**src/verilog/pxc_pkg.sv**
```systemverilog
package pxc_pkg;

	// ----------------------------------------------------------------
	// Register addresses on the management bus
	// ----------------------------------------------------------------
	localparam logic [4:0] ADDR_NP     = 5'h08;
	localparam logic [4:0] ADDR_RSV_LO = 5'h09;
	localparam logic [4:0] ADDR_RSV_HI = 5'h0F;
	localparam logic [4:0] ADDR_EXT    = 5'h10;
	localparam logic [4:0] ADDR_QP     = 5'h11;

	// ----------------------------------------------------------------
	// Field positions
	// ----------------------------------------------------------------
	localparam int NP_CODE_HI  = 3;
	localparam int NP_CODE_LO  = 0;
	localparam int EXT_OVR     = 15;
	localparam int EXT_PA_HI   = 10;
	localparam int EXT_PA_LO   = 6;
	localparam int EXT_CTEST   = 5;
	localparam int EXT_NRZI    = 3;
	localparam int EXT_TXINV   = 2;
	localparam int EXT_CDIS    = 0;
	localparam int QP_SPEED    = 15;
	localparam int QP_DUPLEX   = 14;
	localparam int QP_AN_HI    = 13;
	localparam int QP_AN_LO    = 12;
	localparam int AN_CODE_HI  = 2;
	localparam int AN_CODE_LO  = 1;

	// ----------------------------------------------------------------
	// Reset values
	// ----------------------------------------------------------------
	localparam logic        NRZI_RST  = 1'b1;
	localparam logic        CDIS_RST  = 1'b0;
	localparam logic        TXINV_RST = 1'b0;
	localparam logic        CTEST_RST = 1'b0;
	localparam logic        OVR_RST   = 1'b0;
	localparam logic [3:0]  NP_RST    = 4'h0;
	localparam logic [1:0]  AN_RST    = 2'h0;
	localparam logic [15:0] WORD_ZERO = 16'h0000;

	// ----------------------------------------------------------------
	// Management frame layout
	// ----------------------------------------------------------------
	localparam logic [5:0] PRE_LEN   = 6'h20;
	localparam logic [4:0] HDR_LAST  = 5'h0D;
	localparam logic [4:0] TA_LAST   = 5'h01;
	localparam logic [4:0] DATA_LAST = 5'h0F;
	localparam logic [1:0] ST_CODE   = 2'h1;
	localparam logic [1:0] OP_WR     = 2'h1;
	localparam logic [1:0] OP_RD     = 2'h2;

	typedef enum logic [3:0] {
		S_PRE  = 4'h1,
		S_HDR  = 4'h2,
		S_TA   = 4'h4,
		S_DATA = 4'h8
	} pxc_state_t;

endpackage

```
**src/verilog/pxc_mdio_frame.sv**
```systemverilog
module pxc_mdio_frame (
	input  wire logic        sys_clk,
	input  wire logic        rst_n,
	input  wire logic        clk_en,
	input  wire logic        mdc,
	input  wire logic        mdio_i,
	input  wire logic [4:0]  phy_addr,
	input  wire logic [15:0] rd_word,
	output logic             mdio_o,
	output logic             mdio_oe_n,
	output logic [4:0]       reg_addr,
	output logic [15:0]      wr_data,
	output logic             wr_stb,
	output logic             rd_stb
);

	logic                mdc_q;
	pxc_pkg::pxc_state_t state_q;
	logic [4:0]          cnt_q;
	logic [5:0]          ones_q;
	logic [15:0]         sh_q;
	logic                is_rd_q;

	wire        mdc_rise = clk_en & mdc & ~mdc_q;
	wire [13:0] hdr      = {sh_q[12:0], mdio_i};
	wire        op_rd    = hdr[11:10] == pxc_pkg::OP_RD;
	wire        op_wr    = hdr[11:10] == pxc_pkg::OP_WR;
	wire        hdr_ok   = (hdr[13:12] == pxc_pkg::ST_CODE) & (op_rd | op_wr)
	                       & (hdr[9:5] == phy_addr);

	always_ff @(posedge sys_clk or negedge rst_n) begin
		if (!rst_n)
			mdc_q <= 1'b0;
		else if (clk_en)
			mdc_q <= mdc;
	end

	// ----------------------------------------------------------------
	// Frame engine, stepped on each MDC rising edge
	// ----------------------------------------------------------------
	// Read data changes just after the rising edge so the controller
	// sees it settled for a whole MDC period.
	always_ff @(posedge sys_clk or negedge rst_n) begin
		if (!rst_n) begin
			state_q   <= pxc_pkg::S_PRE;
			cnt_q     <= 5'h00;
			ones_q    <= 6'h00;
			sh_q      <= 16'h0000;
			is_rd_q   <= 1'b0;
			mdio_o    <= 1'b0;
			mdio_oe_n <= 1'b1;
			reg_addr  <= 5'h00;
			wr_data   <= 16'h0000;
			wr_stb    <= 1'b0;
			rd_stb    <= 1'b0;
		end else if (clk_en) begin
			wr_stb <= 1'b0;
			rd_stb <= 1'b0;
			if (mdc_rise) begin
				unique case (state_q)
					pxc_pkg::S_PRE: begin
						if (mdio_i) begin
							ones_q <= (ones_q == pxc_pkg::PRE_LEN) ? ones_q : ones_q + 6'h01;
						end else begin
							if (ones_q == pxc_pkg::PRE_LEN) begin
								state_q <= pxc_pkg::S_HDR;
								cnt_q   <= 5'h01;
								sh_q    <= 16'h0000;
							end
							ones_q <= 6'h00;
						end
					end
					pxc_pkg::S_HDR: begin
						sh_q  <= {sh_q[14:0], mdio_i};
						cnt_q <= cnt_q + 5'h01;
						if (cnt_q == pxc_pkg::HDR_LAST) begin
							cnt_q    <= 5'h00;
							reg_addr <= hdr[4:0];
							is_rd_q  <= op_rd;
							rd_stb   <= hdr_ok & op_rd;
							// Frames for another station are dropped here
							state_q  <= hdr_ok ? pxc_pkg::S_TA : pxc_pkg::S_PRE;
						end
					end
					pxc_pkg::S_TA: begin
						cnt_q <= cnt_q + 5'h01;
						if (cnt_q != pxc_pkg::TA_LAST) begin
							mdio_o    <= 1'b0;
							mdio_oe_n <= ~is_rd_q;
						end else begin
							cnt_q   <= 5'h00;
							state_q <= pxc_pkg::S_DATA;
							mdio_o  <= is_rd_q & rd_word[15];
							sh_q    <= {rd_word[14:0], 1'b0};
						end
					end
					pxc_pkg::S_DATA: begin
						cnt_q  <= cnt_q + 5'h01;
						mdio_o <= is_rd_q & sh_q[15];
						sh_q   <= is_rd_q ? {sh_q[14:0], 1'b0} : {sh_q[14:0], mdio_i};
						if (cnt_q == pxc_pkg::DATA_LAST) begin
							state_q   <= pxc_pkg::S_PRE;
							mdio_o    <= 1'b0;
							mdio_oe_n <= 1'b1;
							wr_stb    <= ~is_rd_q;
							wr_data   <= {sh_q[14:0], mdio_i};
						end
					end
					default: state_q <= pxc_pkg::S_PRE;
				endcase
			end
		end
	end

	// ----------------------------------------------------------------
	// Checks
	// ----------------------------------------------------------------
	property p_pin_released_idle;
		@(posedge sys_clk) disable iff (!rst_n)
		(state_q == pxc_pkg::S_PRE) |-> mdio_oe_n;
	endproperty
	a_pin_released_idle: assert property (p_pin_released_idle)
		else $error("management pin driven outside a read frame");

endmodule

```
**src/verilog/pxc_ext_regs.sv**
```systemverilog
// Notes on behaviour
// - Partner next-page code bits 3:0 read-only, reset zero, loaded from received page.
// - Addresses 9 to 15 are reserved: read zero, writes ignored.
// - Writable NRZI select (default 1), cipher disable and invalid-code transmit (default 0).
// - Quick-poll bit 15 shows speed 100, bit 14 full duplex, read-only.
// - Progress code bits 2:1 read-only, reset zero, held between reads.
module pxc_ext_regs (
	input  wire logic       sys_clk,
	input  wire logic       rstn,
	input  wire logic       clk_en,
	input  wire logic       mdc,
	input  wire logic       mdio_i,
	output logic            mdio_o,
	output logic            mdio_oe_n,
	input  wire logic [4:0] phy_addr_strap,
	input  wire logic       np_page_rx,
	input  wire logic [3:0] np_code_rx,
	input  wire logic       link_speed_100,
	input  wire logic       link_full_duplex,
	input  wire logic [2:0] an_progress_code,
	input  wire logic       ovr_done,
	output logic            ovr_en,
	output logic            nrzi_en,
	output logic            cipher_dis,
	output logic            tx_invalid_en,
	output logic            cipher_test_en
);

	function automatic logic is_reserved(input logic [4:0] a);
		is_reserved = (a >= pxc_pkg::ADDR_RSV_LO) && (a <= pxc_pkg::ADDR_RSV_HI);
	endfunction

	// ----------------------------------------------------------------
	// Reset release and strap capture
	// ----------------------------------------------------------------
	logic       rst_meta_q;
	logic       rst_n;
	logic       strap_done_q;
	logic [4:0] phy_addr_q;

	always_ff @(posedge sys_clk or negedge rstn) begin
		if (!rstn) begin
			rst_meta_q <= 1'b0;
			rst_n      <= 1'b0;
		end else begin
			rst_meta_q <= 1'b1;
			rst_n      <= rst_meta_q;
		end
	end

	// Strap pins are taken once, after reset has gone away
	always_ff @(posedge sys_clk or negedge rst_n) begin
		if (!rst_n) begin
			strap_done_q <= 1'b0;
			phy_addr_q   <= 5'h00;
		end else if (clk_en && !strap_done_q) begin
			strap_done_q <= 1'b1;
			phy_addr_q   <= phy_addr_strap;
		end
	end

	// ----------------------------------------------------------------
	// Serial management frame engine
	// ----------------------------------------------------------------
	logic [4:0]  reg_addr;
	logic [15:0] wr_data;
	logic        wr_stb;
	logic        rd_stb;
	logic [15:0] rd_word_q;

	pxc_mdio_frame u_frame (
		.sys_clk   (sys_clk),
		.rst_n     (rst_n),
		.clk_en    (clk_en),
		.mdc       (mdc),
		.mdio_i    (mdio_i),
		.phy_addr  (phy_addr_q),
		.rd_word   (rd_word_q),
		.mdio_o    (mdio_o),
		.mdio_oe_n (mdio_oe_n),
		.reg_addr  (reg_addr),
		.wr_data   (wr_data),
		.wr_stb    (wr_stb),
		.rd_stb    (rd_stb)
	);

	// ----------------------------------------------------------------
	// Decode
	// ----------------------------------------------------------------
	logic [3:0] np_code_q;
	logic [1:0] anpm_q;

	wire hit_np  = reg_addr == pxc_pkg::ADDR_NP;
	wire hit_ext = reg_addr == pxc_pkg::ADDR_EXT;
	wire hit_qp  = reg_addr == pxc_pkg::ADDR_QP;
	wire hit_rsv = is_reserved(reg_addr);
	wire wr_ext  = wr_stb & hit_ext;
	wire rd_qp   = rd_stb & hit_qp;
	wire ovr_set = wr_ext & wr_data[pxc_pkg::EXT_OVR];

	logic [15:0] np_word;
	logic [15:0] ext_word;
	logic [15:0] qp_word;
	logic [15:0] rd_mux;

	always_comb begin
		np_word = pxc_pkg::WORD_ZERO;
		np_word[pxc_pkg::NP_CODE_HI:pxc_pkg::NP_CODE_LO] = np_code_q;
		ext_word = pxc_pkg::WORD_ZERO;
		ext_word[pxc_pkg::EXT_OVR] = ovr_en;
		ext_word[pxc_pkg::EXT_PA_HI:pxc_pkg::EXT_PA_LO] = phy_addr_q;
		ext_word[pxc_pkg::EXT_CTEST] = cipher_test_en;
		ext_word[pxc_pkg::EXT_NRZI] = nrzi_en;
		ext_word[pxc_pkg::EXT_TXINV] = tx_invalid_en;
		ext_word[pxc_pkg::EXT_CDIS] = cipher_dis;
		qp_word = pxc_pkg::WORD_ZERO;
		qp_word[pxc_pkg::QP_SPEED] = link_speed_100;
		qp_word[pxc_pkg::QP_DUPLEX] = link_full_duplex;
		qp_word[pxc_pkg::QP_AN_HI:pxc_pkg::QP_AN_LO] = anpm_q;
	end

	// Reserved and unmapped addresses fall through to zero
	assign rd_mux = hit_np  ? np_word  :
	                hit_ext ? ext_word :
	                hit_qp  ? qp_word  : pxc_pkg::WORD_ZERO;

	// ----------------------------------------------------------------
	// Registers
	// ----------------------------------------------------------------
	always_ff @(posedge sys_clk or negedge rst_n) begin
		if (!rst_n)
			rd_word_q <= pxc_pkg::WORD_ZERO;
		else if (clk_en && rd_stb)
			rd_word_q <= rd_mux;
	end

	always_ff @(posedge sys_clk or negedge rst_n) begin
		if (!rst_n)
			np_code_q <= pxc_pkg::NP_RST;
		else if (clk_en && np_page_rx)
			np_code_q <= np_code_rx;
	end

	// Snapshot is refreshed after each read, so a read shows the code as
	// it stood at the previous read; changes between two reads are not kept.
	always_ff @(posedge sys_clk or negedge rst_n) begin
		if (!rst_n)
			anpm_q <= pxc_pkg::AN_RST;
		else if (clk_en && rd_qp)
			anpm_q <= an_progress_code[pxc_pkg::AN_CODE_HI:pxc_pkg::AN_CODE_LO];
	end

	always_ff @(posedge sys_clk or negedge rst_n) begin
		if (!rst_n) begin
			nrzi_en        <= pxc_pkg::NRZI_RST;
			cipher_dis     <= pxc_pkg::CDIS_RST;
			tx_invalid_en  <= pxc_pkg::TXINV_RST;
			cipher_test_en <= pxc_pkg::CTEST_RST;
		end else if (clk_en && wr_ext) begin
			nrzi_en        <= wr_data[pxc_pkg::EXT_NRZI];
			cipher_dis     <= wr_data[pxc_pkg::EXT_CDIS];
			tx_invalid_en  <= wr_data[pxc_pkg::EXT_TXINV];
			cipher_test_en <= wr_data[pxc_pkg::EXT_CTEST];
		end
	end

	// A new write of one wins over the core's acknowledge in the same cycle
	always_ff @(posedge sys_clk or negedge rst_n) begin
		if (!rst_n)
			ovr_en <= pxc_pkg::OVR_RST;
		else if (clk_en)
			ovr_en <= ovr_set | (ovr_en & ~ovr_done);
	end

	// ----------------------------------------------------------------
	// Checks
	// ----------------------------------------------------------------
	logic [15:0] ext_shadow;
	assign ext_shadow = {cipher_test_en, nrzi_en, tx_invalid_en, cipher_dis, 12'h000};

	property p_np_load;
		@(posedge sys_clk) disable iff (!rst_n)
		(clk_en && np_page_rx) |=> (np_code_q == $past(np_code_rx));
	endproperty
	a_np_load: assert property (p_np_load)
		else $error("next-page code not loaded from received page");

	property p_np_held;
		@(posedge sys_clk) disable iff (!rst_n)
		!(clk_en && np_page_rx) |=> $stable(np_code_q);
	endproperty
	a_np_held: assert property (p_np_held)
		else $error("next-page code changed without a received page");

	property p_rsv_read_zero;
		@(posedge sys_clk) disable iff (!rst_n)
		(clk_en && rd_stb && is_reserved(reg_addr)) |=> (rd_word_q == pxc_pkg::WORD_ZERO);
	endproperty
	a_rsv_read_zero: assert property (p_rsv_read_zero)
		else $error("reserved address read back non-zero");

	property p_rsv_write_ignored;
		@(posedge sys_clk) disable iff (!rst_n)
		(clk_en && wr_stb && hit_rsv) |=> ($stable(ext_shadow) && !$rose(ovr_en));
	endproperty
	a_rsv_write_ignored: assert property (p_rsv_write_ignored)
		else $error("write to reserved address changed a control bit");

	property p_ext_write;
		@(posedge sys_clk) disable iff (!rst_n)
		(clk_en && wr_ext) |=> (nrzi_en == $past(wr_data[pxc_pkg::EXT_NRZI])
		                        && cipher_dis == $past(wr_data[pxc_pkg::EXT_CDIS])
		                        && tx_invalid_en == $past(wr_data[pxc_pkg::EXT_TXINV]));
	endproperty
	a_ext_write: assert property (p_ext_write)
		else $error("extended control write not applied");

	property p_qp_speed_duplex;
		@(posedge sys_clk) disable iff (!rst_n)
		(clk_en && rd_qp) |=> (rd_word_q[pxc_pkg::QP_SPEED] == $past(link_speed_100)
		                      && rd_word_q[pxc_pkg::QP_DUPLEX] == $past(link_full_duplex));
	endproperty
	a_qp_speed_duplex: assert property (p_qp_speed_duplex)
		else $error("quick-poll speed or duplex wrong");

	property p_anpm_held;
		@(posedge sys_clk) disable iff (!rst_n)
		!(clk_en && rd_qp) |=> $stable(anpm_q);
	endproperty
	a_anpm_held: assert property (p_anpm_held)
		else $error("progress code changed between reads");

	property p_ovr_clear;
		@(posedge sys_clk) disable iff (!rst_n)
		(clk_en && ovr_en && ovr_done && !ovr_set) |=> !ovr_en;
	endproperty
	a_ovr_clear: assert property (p_ovr_clear)
		else $error("override enable did not clear after acknowledge");

	property p_ovr_set;
		@(posedge sys_clk) disable iff (!rst_n)
		(clk_en && ovr_set) |=> ovr_en;
	endproperty
	a_ovr_set: assert property (p_ovr_set)
		else $error("override enable not set by write");

	c_ext_write: cover property (@(posedge sys_clk) disable iff (!rst_n) clk_en && wr_ext);
	c_qp_read: cover property (@(posedge sys_clk) disable iff (!rst_n) clk_en && rd_qp);
	c_ovr_cycle: cover property (@(posedge sys_clk) disable iff (!rst_n)
		(clk_en && ovr_set) ##[1:1000] (clk_en && ovr_done));

endmodule

```
**config.mk**
```make
export PLATFORM = sky130hd
export DESIGN_NAME = pxc_ext_regs
export DESIGN_NICKNAME = d
export VERILOG_FILES = /design/src/verilog/pxc_pkg.sv /design/src/verilog/pxc_mdio_frame.sv /design/src/verilog/pxc_ext_regs.sv
export SDC_FILE = /design/constraint.sdc
export NUM_CORES = 1
export LEC_CHECK = 0
export ABC_AREA = 0
export CAP_MARGIN = 20
export CORE_UTILIZATION = 35
export CTS_CLUSTER_SIZE = 40
export DETAILED_ROUTE_END_ITERATION = 8
export DONT_BUFFER_PORTS = 1
export PLACE_DENSITY = 0.55
export SETUP_SLACK_MARGIN = 0.02
export SYNTH_ARGS = -nofsm -noshare
export SYNTH_HDL_FRONTEND = slang
export SYNTH_SLANG_ARGS = --single-unit
```
**constraint.sdc**
```tcl
create_clock -name sys_clk -period 3.3 [get_ports sys_clk]
set_input_delay 0 -clock sys_clk [delete_from_list [all_inputs] [get_ports sys_clk]]
set_output_delay 0 -clock sys_clk [all_outputs]
set_load 0.005 [all_outputs]
```
== Word-level counts from Yosys, hierarchy flattened ==
Index checks and enable logic that the tools add are counted.
W data, S select, Z words.

* Register bits after elaboration: 93
* Input bits: 21
* Word-level logic and storage cells: 114

* Bitwise gates (word level): 16
* Equal/unequal tests: 22
* Multiplexer cells: 34
* Add/sub/neg operators: 2
* Reduce and logical (&&, ||, !) cells: 16

{| class="wikitable"
|+ Operators with widths
! cell !! number
|-
| $mux W16 || 6
|-
| $pmux W16 S4 || 1
|-
| $mux W4 || 5
|-
| $mux W5 || 4
|-
| $pmux W5 S4 || 1
|-
| $pmux W4 S4 || 1
|-
| $eq A5 B4 Y1 const B || 3
|-
| $mux W6 || 2
|-
| $reduce_and A4 Y1 || 3
|-
| $and A1 B1 Y1 || 11
|-
| $mux W1 || 11
|-
| $eq A5 B5 Y1 const B || 2
|-
| $reduce_and A5 Y1 || 2
|-
| $ne A2 B1 Y1 const B || 4
|-
| $reduce_and A7 Y1 || 1
|-
| $add A6 B1 Y6 const B || 1
|-
| $eq A6 B6 Y1 const B || 1
|-
| $ne A2 B2 Y1 const B || 3
|-
| $reduce_and A6 Y1 || 1
|-
| $add A5 B1 Y5 const B || 1
|-
| $eq A5 B5 Y1 || 1
|-
| $logic_and A1 B1 Y1 || 5
|-
| $ne A5 B1 Y1 const B || 1
|-
| $eq A2 B1 Y1 const B || 2
|-
| 13 further kinds || 17
|}

== Longest topological paths before layout ==
Gate-level depths: netlist of the first run.

* Word-level depth: 8
* Mapped depth: 8

== By module ==
Synthesis of the first run repeated with hierarchy kept, for this count alone.

* Cell total of the unflattened synthesis: 358
* Area, all modules: 4355.4 um^2

{| class="wikitable"
|+ Modules (own cells, without submodules)
! module !! cells each !! seq. area each (um^2) !! area each (um^2) !! instances
|-
| pxc_mdio_frame || 245 || 1453.9 || 3027.9 || 1
|-
| pxc_ext_regs || 113 || 827.0 || 1327.5 || 1
|}

== Least setup slack after synthesis of the first run ==
OpenSTA, ideal clock, no wires.

* Path type: register to register
* Start: register u_frame.state_q[0]
* End: register u_frame.sh_q[10]
* Setup slack: 1.191 ns
* Cell stages (with the launch flop): 8
* Period minus slack after synthesis: 2.109 ns
* Data arrival time: 1.981 ns
* Library setup time: 0.127 ns
* Path through: dfstp_2 clkbuf_2 nor4b_4 or2_2 o2111a_1 buf_2 buf_6 mux2_1

* Cells in the longest elaborated chain, start to end: 3
* Elaborated cells between the ends (all ways): 10

{| class="wikitable"
|+ Ends and longest elaborated chain
! item !! RTL line !! text
|-
| from (decl) || pxc_mdio_frame.sv:18 || <nowiki>pxc_pkg::pxc_state_t state_q;</nowiki>
|-
| from (signal assigned) || pxc_mdio_frame.sv:45 || <nowiki>state_q <= pxc_pkg::S_PRE;</nowiki>
|-
| from (signal assigned) || pxc_mdio_frame.sv:66 || <nowiki>state_q <= pxc_pkg::S_HDR;</nowiki>
|-
| from (signal assigned) || pxc_mdio_frame.sv:82 || <nowiki>state_q <= hdr_ok ? pxc_pkg::S_TA : pxc_pkg::S_PRE;</nowiki>
|-
| $eq A4 B3 Y1, or another cell as far along || pxc_mdio_frame.sv:60 || <nowiki>unique case (state_q)</nowiki>
|-
| $ne A2 B2 Y1 (no line), or another cell as far along || n/a ||
|-
| $reduce_and A6 Y1 (no line) || n/a ||
|-
| to (signal assigned) || pxc_mdio_frame.sv:74 || <nowiki>sh_q <= {sh_q[14:0], mdio_i};</nowiki>
|-
| to (signal assigned) || pxc_mdio_frame.sv:94 || <nowiki>sh_q <= {rd_word[14:0], 1'b0};</nowiki>
|-
| to (signal assigned) || pxc_mdio_frame.sv:100 || <nowiki>sh_q <= is_rd_q ? {sh_q[14:0], 1'b0} : {sh_q[14:0], mdio_i};</nowiki>
|-
| to (decl) || pxc_mdio_frame.sv:21 || <nowiki>logic [15:0] sh_q;</nowiki>
|}

Several ways; a longest one is shown, not always the timed one.
A chain may end at the register's enable or synchronous reset.

== Final worst setup path of the first run ==
* Start: register u_frame.ones_q[0]
* End: register u_frame.sh_q[6]

* Cells in the longest elaborated chain, start to end: 3

{| class="wikitable"
|+ Ends and longest elaborated chain
! item !! RTL line !! text
|-
| from (decl) || pxc_mdio_frame.sv:20 || <nowiki>logic [5:0] ones_q;</nowiki>
|-
| from (signal assigned) || pxc_mdio_frame.sv:63 || <nowiki>ones_q <= (ones_q == pxc_pkg::PRE_LEN) ? ones_q : ones_q + 6'h01;</nowiki>
|-
| $eq A6 B6 Y1 || pxc_mdio_frame.sv:65 || <nowiki>if (ones_q == pxc_pkg::PRE_LEN) begin</nowiki>
|-
| $ne A2 B1 Y1 (no line) || n/a ||
|-
| $reduce_and A6 Y1 (no line) || n/a ||
|}

No other way between the ends.

==> metrics.md, run 1 <==
| Metric | Value |
|---|---|
| Outcome | `finished, final reports clean` |
| Cell Rows | `37` |
| GR Util met3 | `0.0313` |
| Largest net degree at the start of global routing | `just under 80` |
| Min cycle time layout | `2.57 ns` |
| Post-DRT Antenna Nets | `0` |
| Syn Inst Count | `319` |
| Global-route track usage on met2 | `0.252` |
| Post-DP HPWL | `5070 microns` |
| Avg Cell Area, Syn | `12.0 sq um` |
| Worst VDD drop | `0.211 mV` |
| # IOs | `28` |
| Synth Register Bits | `80` |
| Top delay family on crit path | `compound AO/OA/AOI/OAI gates` |
| Final nets | `364` |
| Synth area leader | `dfrtp_1` |
| CP Data Arrival Time | `between 2 and 3 ns` |
| GR peak layer | `met2` |
| Min-delay worst type | `in -> reg` |
| Placed Area | `between 0.003 and 0.004 sq mm` |
| Core ar. | `0.0105 sq mm` |
| Die area | `0.0113 sq mm` |
| First-pass GRT wire length | `13200 microns` |
| Die Span Y | `106 microns` |
| Crit path kind | `reg -> reg` |
| First drt pass iteration count | `5` |
| Port bufs | `0` |
| Cts bufs inserted | `9` |
| DRC | `0` |
| Reg clk slew, reported paths | `0.09 ns` |
| Skew-Pair Late Insertion Delay | `0.35 ns` |
| Final setup fails | `0` |
| CTS Buffer Depth | `2` |
| Setup TNS | `0 ns` |
| Fin. Hold Viols | `0` |
| Yosys cell types | `60` |
| Critical path data required time | `3.54 ns` |
| DR vias | `2467` |
| CTS H-tree lvls | `3` |
| Wire length per cell | `16.3 microns` |
| Max cap viols | `0` |
| Area grow syn2layout | `15.5%` |
| Synth Cell Area | `between 0.003 and 0.004 sq mm` |
| Sink Count | `80` |
| Final wirelength | `7800 microns` |
| Cell Chain, Critical Path | `inv_1 > ha_1 > nand4bb_1 > o31ai_2 > o2111a_1 > buf_4 > mux2_2` |
| Mapped Nets | `346` |
| Ranking of synthesized cells by area | `dfrtp_1, mux2_2, a22o_1` |
| Sequential share of the synthesized area | `0.526` |
| DRT iter0 DRCs | `approximately 130` |
| Slowest stage delay, CP | `0.51 ns` |
| Critical path buffers and inverters | `2` |
| Power Density | `593 mW/mm^2` |
| Post-CTS setup buffer count | `0` |
| Root Buffer Master | `clkbuf_8` |
| Chip width | `106 microns` |
| Vias in the first global route | `2641` |
| Finished Cell Area | `0.00441 sq mm` |
| Remaining global-route overflow | `0` |
| Fmax | `389 MHz` |
| Via density | `5.16` |
| Pleak | `between 0.0015 and 0.002 uW` |
| CP Capture Type | `register` |
| Ys async rst share | `1.00` |
| RSZ-0062 raised after global routing | `false` |
| Area share of the largest cell type after synthesis | `0.505` |
| Part of the cycle the worst path needs | `0.780` |
| Fin. max-slew vios | `0` |
| Tot GR Track Use | `0.154` |
| Clk_skew | `0.0114 ns` |
| Layout cell share with drive strength beyond 1 | `0.222` |
| CTS tree | `built` |
| RePlAce Congestion | `roughly 0.77` |
| Post-synth EDFFs | `0` |
| Ys flop type | `dfrtp_1` |
| Worst Tran Pin Value | `about 0.79 ns` |
| Slowest CP cell | `o2111a_1` |
| Initial antenna violation count | `0` |
| Met1 Use GR | `0.195` |
| # diodes | `0` |
| Relative slew slack | `0.469` |
| Initial core utilization | `0.365` |
| Synth warn | `0` |
| Worst Path Max Fanout | `10` |
| Startpoint class of the critical path | `register` |
[registers in the layout (all words and copies together) (netlist names), 5 cells and up]
signal,cells
u_frame.sh_q,16
u_frame.ones_q,6
u_frame.wr_data,5
u_frame.reg_addr,5
phy_addr_q,5
u_frame.cnt_q,5
rd_word_q,14
[through the flow]
| step | utilization | hold slack (ns) | worst slack (ns) | instances | power, uW |
|---|---|---|---|---|---|
| floorplan | - | -0.296 | 0.912 | 319 | 1600 |
| global placement | 0.376 | -0.296 | 0.787 | 442 | 1700 |
| detailed placement | 0.376 | -0.296 | 0.769 | 442 | 1710 |
| CTS | 0.418 | 0.0219 | 0.744 | 477 | 2640 |
| global route | 0.421 | 0.0340 | 0.587 | 478 | 2760 |
| finish | 0.421 | 0.0360 | 0.727 | 478 | 2610 |
[cells by family (layout without fill, tap and decap cells)]
group | after synthesis | after routing | share of synthesized area
AOI/OAI and AO/OA | 66 | 66 | 0.131
adders and majority gates | 6 | 6 | 0.0197
and+or+nand+nor | 81 | 81 | 0.132
other | 1 | 1 | 0.000983
xor gates and xnor gates | 7 | 7 | 0.0161
muxes | 48 | 48 | 0.140
DFF | 80 | 80 | 0.526
buffers and inverters | 30 | 53 | 0.0338
[cells in the final DEF (no fill, tap or decap), types with 4 or more instances in the layout]
cell and instances:
mux2i_1 5, a22oi_1 4, xnor2_1 5, mux2_2 34, clkbuf_8 10, nand3_1 5, dfrtp_1 76, mux2_1 9
dlygate4sd3_1 19, inv_1 14, ha_1 6, o21ai_0 21, a22o_1 21, nand2_1 34, or2_2 4
[final cells by class]
class                      instances  area [sq um]
tap                              136           170
clock inverter                     6           116
sequential                        80          2010
inverter                          14          52.6
timing repair buffer              23           240
multi-input combinational        209          1680
fill                            1023          6060
clock buffer                      10           138
[synthesized netlist by cell type (4+ instances only)]
cell type / number
dfrtp_1: 77
buf_2: 4
inv_1: 14
nand2_1: 34
nand3_1: 5
mux2i_1: 5
xnor2_1: 5
clkbuf_1: 7
a22oi_1: 4
o21ai_0: 21
mux2_1: 9
ha_1: 6
mux2_2: 34
or2_2: 4
a22o_1: 21
[power by group]
group	total [uW]	internal [uW]	switching (uW)
clock	897	527	370
sequential	1230	1090	136
combinational	490	244	245
[worst min-delay path: stages]
cell and delay [ns]:
nand3_1 0.06, nor2_1 0.10, a22o_1 0.19
[repair_timing]
action / 4_1_cts / 5_1_grt
gates resized for setup: 0 / 0
hold buffers: 19 / 0
endpoints found under the hold margin: 30 / 0
[per-layer routing]
| layer | vias up | wire (microns) | part of all wire |
|---|---|---|---|
| li1 | 1202 | - | - |
| met3 | 14 | 279 | 0.036 |
| met4 | 0 | 165 | 0.021 |
| met5 | - | 0 | 0 |
| met2 | 43 | 3780 | 0.49 |
| met1 | 1208 | 3570 | 0.46 |
[final timing paths]
path	startpoint	endpoint	slack, ns	cells past startpoint
min in group asynchronous	rst_n	cipher_dis	0.26	0
hold reg to reg	rst_n	cipher_dis	0.26	0
setup reg to reg	u_frame.ones_q[0]	u_frame.sh_q[6]	0.73	7
max in group asynchronous	rst_n	u_frame.state_q[0]	2.41	1
hold / removal	clk_en	rd_word_q[13]	0.04	3
setup / recovery	u_frame.ones_q[0]	u_frame.sh_q[6]	0.73	7
(Power assumes the default switching activity.)
==> inputs of run 2 (changes only) <==
--- a/config.mk
+++ b/config.mk
@@ -5,13 +5,13 @@
 export SDC_FILE = /design/constraint.sdc
 export NUM_CORES = 1
 export LEC_CHECK = 0
-export ABC_AREA = 0
+export ABC_AREA = 1
 export CAP_MARGIN = 20
 export CORE_UTILIZATION = 35
 export CTS_CLUSTER_SIZE = 40
 export DETAILED_ROUTE_END_ITERATION = 8
 export DONT_BUFFER_PORTS = 1
-export PLACE_DENSITY = 0.55
+export PLACE_DENSITY = 0.57
 export SETUP_SLACK_MARGIN = 0.02
 export SYNTH_ARGS = -nofsm -noshare
 export SYNTH_HDL_FRONTEND = slang
==> constraint.sdc (replaced) <==
create_clock -name sys_clk -period 2.29 [get_ports sys_clk]
set_input_delay 0 -clock sys_clk [delete_from_list [all_inputs] [get_ports sys_clk]]
set_output_delay 0 -clock sys_clk [all_outputs]
set_load 0.005 [all_outputs]
==> run 2 against run 1 <==
  * Combinational power grew 92%
  * Sequential share of layout area down 1.1 points
  * Critical path depth increased by 1
  * Global-route usage up 2.1 points
  * Sequential cell count unchanged
  * Clock skew increased by 0.0036 ns
  * Final cell count up 38%
  * Worst setup slack got worse by 0.28 ns
  * Largest cell class unchanged
  * Largest power group unchanged
==> metrics.md, run 2 <==
| Metric | Value |
|---|---|
| Most common cell in the synthesized netlist | `nand2_1` |
| Fin. max-slew vios | `0` |
| Min-delay worst type | `in -> reg` |
| Cell Rows | `38` |
| Critical path data required time | `~2.5 ns` |
| Most flop-heavy register | `u_frame.sh_q` |
| Comb pwr share | `0.264` |
| Die Span Y | `108 microns` |
| Min cycle time layout | `roughly 1.8 ns` |
| Sink Count | `80` |
| Outcome | `finished, final reports clean` |
| Most frequent cells in the layout | `nand2_1, dfrtp_1, inv_1, nor2_1, o21ai_0` |
| PnR worst setup slack | `0.446 ns` |
| Final wirelength | `9040 microns` |
| Remaining global-route overflow | `0` |
| Avg Cell Area, Syn | `8.15 sq um` |
| Ys flop type | `dfrtp_1` |
| CTS H-tree lvls | `3` |
| Most common cell after layout, fill and taps aside | `nand2_1` |
| # IOs | `28` |
| Synth Register Bits | `80` |
| CP Data Arrival Time | `~2.1 ns` |
| # resized after CTS | `0` |
| Int Power | `2270 uW` |
| Fin. Hold Viols | `0` |
| Via density | `4.84` |
| Post-DRT Antenna Nets | `0` |
| Worst VDD drop | `about 0.36 mV` |
| WHS Path Cells | `4` |
| Wire length per cell | `~14 microns` |
| Root Buffer Master | `clkbuf_8` |
| Core ar. | `0.0109 sq mm` |
| Post-synth EDFFs | `0` |
| Register Area | `0.00201 sq mm` |
| Die area | `0.0117 sq mm` |
| Synth Cell Area | `0.00394 sq mm` |
| # diodes | `0` |
| First-pass GRT wire length | `15700 microns` |
| Tot GR Track Use | `0.176` |
| Yosys cell types | `31` |
| Part of the cycle the worst path needs | `0.805` |
| Pleak | `approximately 0.0022 uW` |
| Regs by FF count | `u_frame.sh_q: 16 flops, rd_word_q: 14 flops, u_frame.ones_q: 6 flops` |
| Fmax | `542 MHz` |
| Ranking of synthesized cells by area | `dfrtp_1, nand2_1, o21ai_0` |
| Synth warn | `0` |
| Most frequent cells after synthesis | `nand2_1, dfrtp_1, inv_1` |
| Post-CTS setup buffer count | `0` |
| Setup TNS | `0 ns` |
| Post-DP HPWL | `6400 microns` |
| Post-Place Worst Slack | `0.463 ns` |
| Fillers | `~1100` |
| Initial antenna violation count | `0` |
| DRT iter0 DRCs | `181` |
| Syn Inst Count | `approximately 480` |
| Power Density | `792 mW/mm^2` |
| Max cap viols | `0` |
| Net Sw Power | `approximately 1300 uW` |
| Hold Buf Count CTS | `23` |
| Skew-Pair Late Insertion Delay | `0.35 ns` |
| Vias in the first global route | `3223` |
| Clk_skew | `0.0149 ns` |
| Synth area leader | `dfrtp_1` |
| Mapped Nets | `510` |
| CP Capture Type | `register` |
| Startpoint class of the critical path | `register` |
| Sequential Power Share | `0.473` |
| Ys async rst share | `1.00` |
| Layout cell share with drive strength beyond 1 | `0.0869` |
| CTS tree | `built` |
| Area share of the largest cell type after synthesis | `0.489` |
| Largest net degree at the start of global routing | `49` |
| Reg clk slew, reported paths | `0.08 ns` |
| Final nets | `540` |
| Relative slew slack | `0.569` |
| Sequential share of the synthesized area | `0.509` |
| Net Sw Frac | `0.366` |
| Crit path kind | `reg -> reg` |
| R2R depth | `8` |
| Port bufs | `0` |
| Clock network fraction of design power | `0.264` |
| Worst Tran Pin Value | `0.647 ns` |
| DR vias | `3186` |
| Chip width | `108 microns` |
| RSZ-0062 raised after global routing | `false` |
| Worst Path Max Fanout | `16` |
| Cts bufs inserted | `9` |
| CTS Buffer Depth | `2` |
| Max reg flops | `16` |
| Area grow syn2layout | `14.5%` |
| Multi-input gate area | `0.00168 sq mm` |
| Final setup fails | `0` |
| RePlAce Congestion | `0.834` |
| DRC | `0` |
| First drt pass iteration count | `4` |
| Initial core utilization | `0.362` |
-- run 2: cell count changes after synthesis, moves of 13 or more --
cell | before | now
nand2_1 | 34 | 171
inv_1 | 14 | 48
mux2_2 | 34 | 6
nand4_1 | 1 | 21
o21ai_0 | 21 | 38
nor2_1 | 3 | 40
nand3_1 | 5 | 19
a22o_1 | 21 | 1
a21oi_1 | 0 | 13
-- run 2: final cells by class --
type	instances	area share
clock buffer	11	0.0313
clock inverter	5	0.00749
inverter	49	0.0408
multi-input combinational	342	0.372
sequential	80	0.445
tap	140	0.0388
timing repair buffer	31	0.0643
-- run 2: path summary, 6_finish.rpt --
path                               startpoint         endpoint  slack (ns)
max                        u_frame.state_q[1]  u_frame.sh_q[6]        0.45
min                                    clk_en     rd_word_q[6]        0.05
max reg2reg                u_frame.state_q[1]  u_frame.sh_q[6]        0.45
min reg2reg                             rst_n     rd_word_q[5]        0.36
max in group asynchronous               rst_n    rd_word_q[12]        1.23
min in group asynchronous               rst_n     rd_word_q[5]        0.36
-- run 2: cells by family (layout without fill, tap and decap cells) --
family / count (synthesis) / after routing / synth area share
XOR/XNOR: 8 / 8 / 0.0178
AO/OA/AOI/OAI: 57 / 57 / 0.0785
other: 1 / 1 / 0.000952
flip-flops: 80 / 80 / 0.509
buffers and inverters: 61 / 96 / 0.0648
multiplexers: 6 / 6 / 0.0172
adder cells (fa/ha/maj): 6 / 6 / 0.0191
AND/OR/NAND/NOR: 264 / 264 / 0.293
-- run 2: power by group through the flow --
stage | Sequential, uW | Clock, uW | Combinational, uW
detailed placement | 1720 | 0 | 899
global placement | 1710 | 0 | 881
floorplan | 1680 | 0 | 733
CTS | 1690 | 976 | 947
finish | 1690 | 943 | 943
global route | 1720 | 1040 | 1070
-- run 2: metal layers --
| metal | track usage | up-vias | part of all wire | wire (microns) |
|---|---|---|---|---|
| li1 | - | 1601 | - | - |
| met1 | 0.229 | 1536 | 0.47 | 4280 |
| met2 | 0.290 | 42 | 0.48 | 4390 |
| met3 | 0.0392 | 7 | 0.030 | 272 |
| met4 | 0.0528 | 0 | 0.012 | 109 |
| met5 | 0 | - | 0 | 0 |
-- run 2: through the flow --
stage | total power [uW] | utilization | cells | hold WS [ns] | cell area [sq um]
2_1_floorplan | 2410 | - | 483 | -0.296 | 3940
3_3_place_gp | 2590 | 0.377 | 619 | -0.296 | 4110
3_5_place_dp | 2620 | 0.377 | 619 | -0.296 | 4110
4_1_cts | 3620 | 0.414 | 658 | 0.0262 | 4510
5_1_grt | 3830 | 0.414 | 658 | 0.0365 | 4510
6_report | 3580 | 0.414 | 658 | 0.0496 | 4510
-- run 2: worst max-delay path, stage by stage, from the launching register on --
cell and delay, ns:
dfrtp_1 0.43, nor2_1 0.22, nand2_2 0.15, nand2_4 0.21, inv_1 0.11, nand2_4 0.19
nand3_4 0.23, nand2_1 0.12, nand2_1 0.06
